### src/rtl/tpo_pkg.sv
// Constants for the timer prescale and overflow flag block
package tpo_pkg;
  // Register indices; byte address is four times the index
  localparam logic [5:0] IDX_MODE   = 6'h00;
  localparam logic [5:0] IDX_CNT    = 6'h04;
  localparam logic [5:0] IDX_CTL1   = 6'h06;
  localparam logic [5:0] IDX_IEN    = 6'h0c;
  localparam logic [5:0] IDX_CTL2   = 6'h0d;
  localparam logic [5:0] IDX_FLG1   = 6'h0e;
  localparam logic [5:0] IDX_FLG2   = 6'h0f;
  localparam logic [5:0] IDX_CH_LO  = 6'h10;
  localparam logic [5:0] IDX_CH_HI  = 6'h1f;
  localparam logic [5:0] IDX_PACC   = 6'h20;
  // Field positions
  localparam int CTL1_TEN_BIT  = 7;
  localparam int CTL1_FFCA_BIT = 4;
  localparam int CTL2_TOI_BIT  = 7;
  localparam int CTL2_COMPARE7_COUNTER_RESET_ENABLE_BIT = 3;
  localparam int FLG2_TOF_BIT  = 7;
  localparam int PACC_PULSE_ACCUM_ENABLE_BIT = 6;
  // Values
  localparam logic [15:0] CNT_MAX   = 16'hffff;
  localparam logic [15:0] CNT_ZERO  = 16'h0000;
  localparam logic [2:0]  SEL_RESET = 3'h0;
  localparam logic [31:0] RD_ZERO   = 32'h0000_0000;
endpackage

### src/rtl/tpo_timer.sv
// Timer counter with prescaler, modulus reset, channel and overflow flags, APB slave
//
// Operation
// - Overflow irq when flag set and enabled
// - Compare-7 resets counter when enabled
// - Compare value zero holds counter at zero
// - Compare value max never sets overflow
// - Modulus period is value*divide plus one
// - Prescale select divides by two-power
// - New prescale waits for zero prescaler
// - Capture or compare sets channel flag
// - Write one clears flag when enabled
// - Writing zero leaves flags unchanged
// - Fast clear on capture-channel read or compare-channel write
// - Fast clear overflow on counter access
// - Counter rollover sets overflow flag
// - Overflow flag bit seven, write-one clear
// - Channel irq enables gate channel flags
//
// The implementer's own choice: the APB register port.
`timescale 1ns/100ps
module tpo_timer
  import tpo_pkg::*;
#(
  parameter int NCH = 8
) (
  // Clock and reset
  input  wire logic             i_clk,
  input  wire logic             i_rst_b,
  // APB slave
  input  wire logic             i_psel,
  input  wire logic             i_penable,
  input  wire logic             i_pwrite,
  input  wire logic [7:0]       i_paddr,
  input  wire logic [31:0]      i_pwdata,
  output logic                  o_pready,
  output logic [31:0]           o_prdata,
  output logic                  o_pslverr,
  // Channel capture events, one-cycle pulses
  input  wire logic [NCH-1:0]   i_capture,
  // Interrupt and counter view
  output logic                  o_irq,
  output logic [15:0]           o_count
);

  typedef struct packed {
    logic [15:0]          cnt;
    logic [6:0]           presc;
    logic [2:0]           sel_act;
    logic [2:0]           sel;
    logic                 timer_enable_bit;
    logic                 ffca;
    logic                 overflow_irq_enable;
    logic                 compare7_counter_reset_enable;
    logic                 pulse_accum_enable;
    logic [NCH-1:0]       ios;
    logic [NCH-1:0]       ien;
    logic [NCH-1:0]       flg;
    logic                 overflow_flag;
    logic [NCH-1:0][15:0] tc;
    logic                 upd;
    logic                 pready;
    logic [31:0]          prdata;
    logic                 pslverr;
    logic                 irq;
  } tpo_state_t;

  tpo_state_t st_r;
  tpo_state_t st_nxt;

  function automatic logic [6:0] pmask(input logic [2:0] sel);
    pmask = 7'((8'h01 << sel) - 8'h01);
  endfunction

  function automatic logic is_chan(input logic [5:0] idx);
    is_chan = (idx >= IDX_CH_LO) && (idx <= IDX_CH_HI) && !idx[0];
  endfunction

  logic [5:0]     idx;
  logic [2:0]     ch;
  logic           acc;
  logic           wr;
  logic           rd;
  logic           tick;
  logic           modrst;
  logic           clr_en;
  logic [NCH-1:0] set_flg;
  logic [NCH-1:0] clr_flg;
  logic           set_tof;
  logic           clr_tof;
  logic           mapped;
  logic [31:0]    rdata;

  assign idx    = i_paddr[7:2];
  assign ch     = idx[3:1];
  // Act only on the completing access cycle
  assign acc    = i_psel && i_penable && st_r.pready;
  assign wr     = acc && i_pwrite;
  assign rd     = acc && !i_pwrite;
  assign tick   = st_r.timer_enable_bit && ((st_r.presc & pmask(st_r.sel_act)) == pmask(st_r.sel_act));
  // One bus clock after the counter reaches the channel-7 value
  assign modrst = st_r.timer_enable_bit && st_r.compare7_counter_reset_enable && (st_r.cnt == st_r.tc[NCH-1]);
  assign clr_en = st_r.timer_enable_bit || st_r.pulse_accum_enable;

  always_comb begin
    mapped = 1'b1;
    rdata  = RD_ZERO;
    unique case (idx)
      IDX_MODE: rdata = {24'h0, st_r.ios};
      IDX_CNT:  rdata = {16'h0, st_r.cnt};
      IDX_CTL1: rdata = {24'h0, st_r.timer_enable_bit, 2'h0, st_r.ffca, 4'h0};
      IDX_IEN:  rdata = {24'h0, st_r.ien};
      IDX_CTL2: rdata = {24'h0, st_r.overflow_irq_enable, 3'h0, st_r.compare7_counter_reset_enable, st_r.sel};
      IDX_FLG1: rdata = {24'h0, st_r.flg};
      IDX_FLG2: rdata = {24'h0, st_r.overflow_flag, 7'h0};
      IDX_PACC: rdata = {24'h0, 1'b0, st_r.pulse_accum_enable, 6'h0};
      default: begin
        if (is_chan(idx)) begin
          rdata = {16'h0, st_r.tc[ch]};
        end else begin
          mapped = 1'b0;
        end
      end
    endcase
  end

  always_comb begin
    st_nxt = st_r;
    set_flg = '0;
    clr_flg = '0;
    set_tof = 1'b0;
    clr_tof = 1'b0;
    // Bus: one wait state, every output registered
    st_nxt.pready  = i_psel && i_penable && !st_r.pready;
    st_nxt.pslverr = i_psel && i_penable && !st_r.pready && !mapped;
    if (i_psel && i_penable && !st_r.pready) begin
      st_nxt.prdata = i_pwrite ? RD_ZERO : rdata;
    end
    // Prescaler and counter
    st_nxt.upd = 1'b0;
    if (st_r.presc == 7'h00) begin
      st_nxt.sel_act = st_r.sel;
    end
    if (modrst) begin
      st_nxt.cnt   = CNT_ZERO;
      st_nxt.presc = 7'h00;
      st_nxt.upd   = (st_r.cnt != CNT_ZERO);
    end else if (st_r.timer_enable_bit) begin
      st_nxt.presc = 7'(st_r.presc + 7'h01) & pmask(st_r.sel_act);
      if (tick) begin
        st_nxt.cnt = st_r.cnt + 16'h0001;
        st_nxt.upd = 1'b1;
        set_tof    = (st_r.cnt == CNT_MAX);
      end
    end
    // Channel events
    for (int i = 0; i < NCH; i++) begin
      if (st_r.ios[i]) begin
        set_flg[i] = st_r.upd && (st_r.cnt == st_r.tc[i]);
      end else if (i_capture[i]) begin
        st_nxt.tc[i] = st_r.cnt;
        set_flg[i]   = 1'b1;
      end
    end
    // Register writes and clearing
    if (wr) begin
      unique case (idx)
        IDX_MODE: st_nxt.ios = i_pwdata[NCH-1:0];
        IDX_CNT:  clr_tof    = st_r.ffca;
        IDX_CTL1: begin
          st_nxt.timer_enable_bit  = i_pwdata[CTL1_TEN_BIT];
          st_nxt.ffca = i_pwdata[CTL1_FFCA_BIT];
        end
        IDX_IEN:  st_nxt.ien = i_pwdata[NCH-1:0];
        IDX_CTL2: begin
          st_nxt.overflow_irq_enable  = i_pwdata[CTL2_TOI_BIT];
          st_nxt.compare7_counter_reset_enable = i_pwdata[CTL2_COMPARE7_COUNTER_RESET_ENABLE_BIT];
          st_nxt.sel  = i_pwdata[2:0];
        end
        IDX_FLG1: clr_flg = clr_en ? i_pwdata[NCH-1:0] : '0;
        IDX_FLG2: clr_tof = clr_en && i_pwdata[FLG2_TOF_BIT];
        IDX_PACC: st_nxt.pulse_accum_enable = i_pwdata[PACC_PULSE_ACCUM_ENABLE_BIT];
        default: begin
          if (is_chan(idx) && st_r.ios[ch]) begin
            st_nxt.tc[ch] = i_pwdata[15:0];
            clr_flg[ch]   = st_r.ffca;
          end
        end
      endcase
    end
    if (rd) begin
      if (idx == IDX_CNT) begin
        clr_tof = st_r.ffca;
      end else if (is_chan(idx) && !st_r.ios[ch]) begin
        clr_flg[ch] = st_r.ffca;
      end
    end
    // A new event wins over a clear in the same cycle
    st_nxt.flg = (st_r.flg & ~clr_flg) | set_flg;
    st_nxt.overflow_flag = (st_r.overflow_flag & ~clr_tof) | set_tof;
    st_nxt.irq = |(st_nxt.flg & st_nxt.ien) || (st_nxt.overflow_flag && st_nxt.overflow_irq_enable);
  end

  always_ff @(posedge i_clk or negedge i_rst_b) begin
    if (!i_rst_b) begin
      st_r <= '0;
    end else begin
      st_r <= st_nxt;
    end
  end

  assign o_pready  = st_r.pready;
  assign o_prdata  = st_r.prdata;
  assign o_pslverr = st_r.pslverr;
  assign o_irq     = st_r.irq;
  assign o_count   = st_r.cnt;
endmodule

### config.mk
export PLATFORM = sky130hd
export DESIGN_NAME = tpo_timer
export DESIGN_NICKNAME = d
export VERILOG_FILES = /design/src/rtl/tpo_pkg.sv /design/src/rtl/tpo_timer.sv
export SDC_FILE = /design/constraint.sdc
export NUM_CORES = 1
export LEC_CHECK = 0
export BUFFER_PORTS_ARGS = -buffer_cell sky130_fd_sc_hd__buf_2
export CORE_MARGIN = 2
export CORE_UTILIZATION = 50
export DETAILED_ROUTE_END_ITERATION = 12
export GPL_TIMING_DRIVEN = 0
export PLACE_DENSITY = 0.68
export REMOVE_ABC_BUFFERS = 1
export SLEW_MARGIN = 15
export SYNTH_ARGS = -nofsm -noshare
export SYNTH_HDL_FRONTEND = slang
export SYNTH_SLANG_ARGS = --single-unit
### constraint.sdc
create_clock -name i_clk -period 4.4 [get_ports i_clk]
set_input_delay 0.44 -clock i_clk [delete_from_list [all_inputs] [get_ports i_clk]]
set_output_delay 0.44 -clock i_clk [all_outputs]
set_load 0.05 [all_outputs]
==> parameters.txt <==
Parameter                              Value

Cells and area
  Filler Cells Inserted    2277
  Layout overhead on the synthesized area    8.72%
  Multi-input gate area in the final layout    6820 um2
  Fraction of layout instances using a drive strength above 1    13.5%
  Final design area excluding fillers    13900 um2
  Total Nets Final    1398
  Count of placed standard cells in the final layout, fillers left out    1687
  Most used cells in the layout excluding fill and tap cells    dfrtp_1 (207), nand2_1 (177), o21ai_0 (128)
  Antenna cells    0
  Most common library cell in the layout ignoring fill and taps    dfrtp_1
  Combined flip-flop and latch cell area    5180 um2

Placement
  Final Wtd Congestion    0.973
  Number of I/O port buffers    69
  Cell Area, Placed    13100 um2
  Number of placed instances, taps included    1643
  Half-perimeter wire length after placement    28400 um

GRT
  Pin count of the biggest net entering global routing    100
  Total grt overflow    0
  First-pass GRT wire length    64000 um
  Initial antenna violation count    0
  Vias in the first global route    10371
  Total global routing track utilization    31.8%

Floorplan
  IO Count    104
  Core Area    25100 um2
  Die height    164 um
  Effective utilization at floorplan    50.8%
  Area of the die    26800 um2
  Cell row count    58
  Die X    164 um

Drt
  Detailed-route vias per instance    6.39
  Drt wl/cell    25.1 um
  Number of nets with antenna violations after detailed routing    0
  Total wirelength of the detailed-routed design    42400 um
  Final routed DRC violation total    0
  Detailed-routing iteration count for the pre-antenna-repair pass    8
  Initial detailed-routing violation count    1389
  Count of vias placed by the detailed router    10778

Clock network
  Clock transition time at the flip-flop clock pins of the worst setup and hold paths    0.06 ns
  Sink count of the clock tree    207
  CTS buffer count    24
  CTS tree    built
  Clock insertion delay at the later pin of the skew report    0.54 ns
  Root cell of the clock tree    clkbuf_16
  Maximum clock insertion buffer count    3
  H-tree depth    1

Worst setup path
  Worst Path Arrival    4.65 ns
  CP max stage delay    1.13 ns
  Ordered list of cells on the worst path    xnor2_1, nand4_1, nor4_1, and3_1, nand4b_1, nand2_1, a2111o_1
  Classification of the worst setup path    reg -> reg
  Required time of the worst setup path    4.81 ns
  Family of cells with the greatest summed delay on the critical path    simple AND/OR/NAND/NOR gates
  Number of buffers and inverters on the critical path    0
  Critical Path End Type    flop
  Worst path slowest cell    nor4_1
  Top fanout value on the critical path    22
  Startpoint type of the worst setup path    flop

Yosys
  Post-synthesis register bit count    207
  Number of synthesized flops with an enable pin    0
  Synthesized netlist cell count    1389
  Synthesis warning total    0
  Ys flop type    dfrtp_1
  Fraction of the yosys area taken by sequential cells    40.6%
  Number of unique standard cell types used by synthesis    74
  Cell area after synthesis    12700 um2
  Share of async-settable or async-resettable flops after synthesis    100%
  Average footprint of a synthesized cell    9.18 um2

Timing
  Unrepaired setup endpoints after global routing    false
  Total Negative Setup Slacks    0 ns
  Tcrit/Tclk final    96.5%
  Relative slew slack    7.94%
  Post-layout minimum cycle time    4.24 ns
  Setup violation total in the final timing report    0
  Peak Freq    236 MHz
  Least-Margin Pin Slew    1.37 ns
  Hold WS    0.217 ns
  Max Clock Skew    0.0141 ns
  Final number of max-transition violations    0
  Count of endpoints failing hold in the final timing report    0

Power
  Leakage power total    5.73 nW
  Sum of internal, switching and leakage power    0.00658 W
  Power density cells    475 nW/um2
  Worst VDD drop    0.491 mV

Flow run
  # Max-Cap Violations    0

Status
  Result of the run    completed

Min path
  Type of the tightest min-delay check    in -> reg
## tightest hold or removal path: cells and delay by family
kind | cells | cell delay (ns)
buffers and inverters | 1 | 0.15
and+or+nand+nor | 1 | 0.06
AOI/OAI and AO/OA | 1 | 0.05
## through the flow
| stage | util [%] | worst slack, ns |
|---|---|---|
| 6_report | 55.2 | 0.155 |
| 3_3_place_gp | 50.6 | -1.21 |
| 4_1_cts | 55.2 | 0.344 |
| 3_5_place_dp | 52.0 | 0.349 |
| 5_1_grt | 55.2 | 0.138 |
| 2_1_floorplan | - | 1.32 |
## final timing paths
| check | startpoint | end | slack (ns) | cells past startpoint |
|---|---|---|---|---|
| min in group asynchronous | i_rst_b | st_r[98]$_DFF_PN0_ | 0.41 | 2 |
| min reg2reg | o_prdata[5]$_DFFE_PN0P_ | o_prdata[5]$_DFFE_PN0P_ | 0.47 | 1 |
| max | o_count[12]$_DFFE_PN0P_ | o_irq$_DFF_PN0_ | 0.16 | 7 |
| max in group asynchronous | i_rst_b | st_r[80]$_DFF_PN0_ | 3.16 | 3 |
| max reg2reg | o_count[12]$_DFFE_PN0P_ | o_irq$_DFF_PN0_ | 0.16 | 7 |
| min | i_pwdata[15] | st_r[131]$_DFF_PN0_ | 0.22 | 3 |
## sequential cells by signal, indices dropped and copies added (netlist names)
| name | flops |
|---|---|
| st_r | 172 |
| o_pready | 1 |
| o_count | 16 |
| o_prdata | 16 |
| o_irq | 1 |
| o_pslverr | 1 |
## power breakdown
group	internal [W]	switching, W
Sequential	0.00219	0.000577
Clock	0.00121	0.000818
Combinational	0.000714	0.00107
## cell usage after synthesis, types with 3 or more instances
library cell | n | area, um2
mux2_2 | 23 | 259
nand4_1 | 34 | 213
and3_1 | 7 | 43.8
a2111oi_0 | 6 | 52.6
and2_1 | 3 | 18.8
a22oi_1 | 41 | 308
ha_1 | 5 | 62.6
nand2_1 | 177 | 664
buf_4 | 48 | 360
nand2b_1 | 9 | 56.3
o21ai_1 | 28 | 140
nor4_1 | 11 | 68.8
nor3b_1 | 4 | 30.0
nand3_1 | 23 | 115
dfrtp_1 | 207 | 5180
nor2b_1 | 8 | 50.1
buf_1 | 12 | 45.0
a22o_1 | 26 | 228
clkbuf_2 | 4 | 20.0
xnor2_1 | 119 | 1040
or3_1 | 6 | 37.5
a21oi_1 | 36 | 180
or4_1 | 6 | 45.0
nor2_1 | 63 | 236
a31oi_1 | 20 | 125
buf_2 | 5 | 25.0
o211ai_1 | 9 | 67.6
o21ai_0 | 128 | 641
a21o_1 | 3 | 22.5
a221oi_1 | 15 | 131
buf_6 | 3 | 33.8
xor2_1 | 24 | 210
inv_1 | 11 | 41.3
mux2i_1 | 109 | 1090
clkbuf_1 | 101 | 379
nor3_1 | 11 | 55.1
## area by class of cell
cell class / instances / area share [%]
clock buffer: 39 / 5.40
clock inverter: 4 / 0.325
inverter: 13 / 0.352
multi-input combinational: 1011 / 49.2
sequential: 207 / 37.4
tap: 330 / 2.98
timing repair buffer: 83 / 4.34
## what timing repair did
action	4_1_cts	5_1_grt
setup endpoints to repair	0	0
hold buffers	1	0
setup buffers	0	0
gates resized for setup	0	0
endpoints found under the hold margin	43	0
## routing by layer
layer  wire length, um  global-route usage (%)
met3              4220                    4.77
met2             18800                    48.1
met5                 0                       0
met4              2330                    16.0
met1             17100                    44.3
## cells by family after synthesis
| logic type | Yosys count | synth area share, % |
|---|---|---|
| XOR/XNOR | 143 | 9.83 |
| multiplexers | 137 | 11.3 |
| AND/OR/NAND/NOR | 381 | 14.4 |
| AO/OA/AOI/OAI | 329 | 16.2 |
| other | 1 | 0.0294 |
| buffers and inverters | 186 | 7.16 |
| adder cells (fa/ha/maj) | 5 | 0.491 |
| flip-flops | 207 | 40.6 |
(Power assumes the default switching activity.)
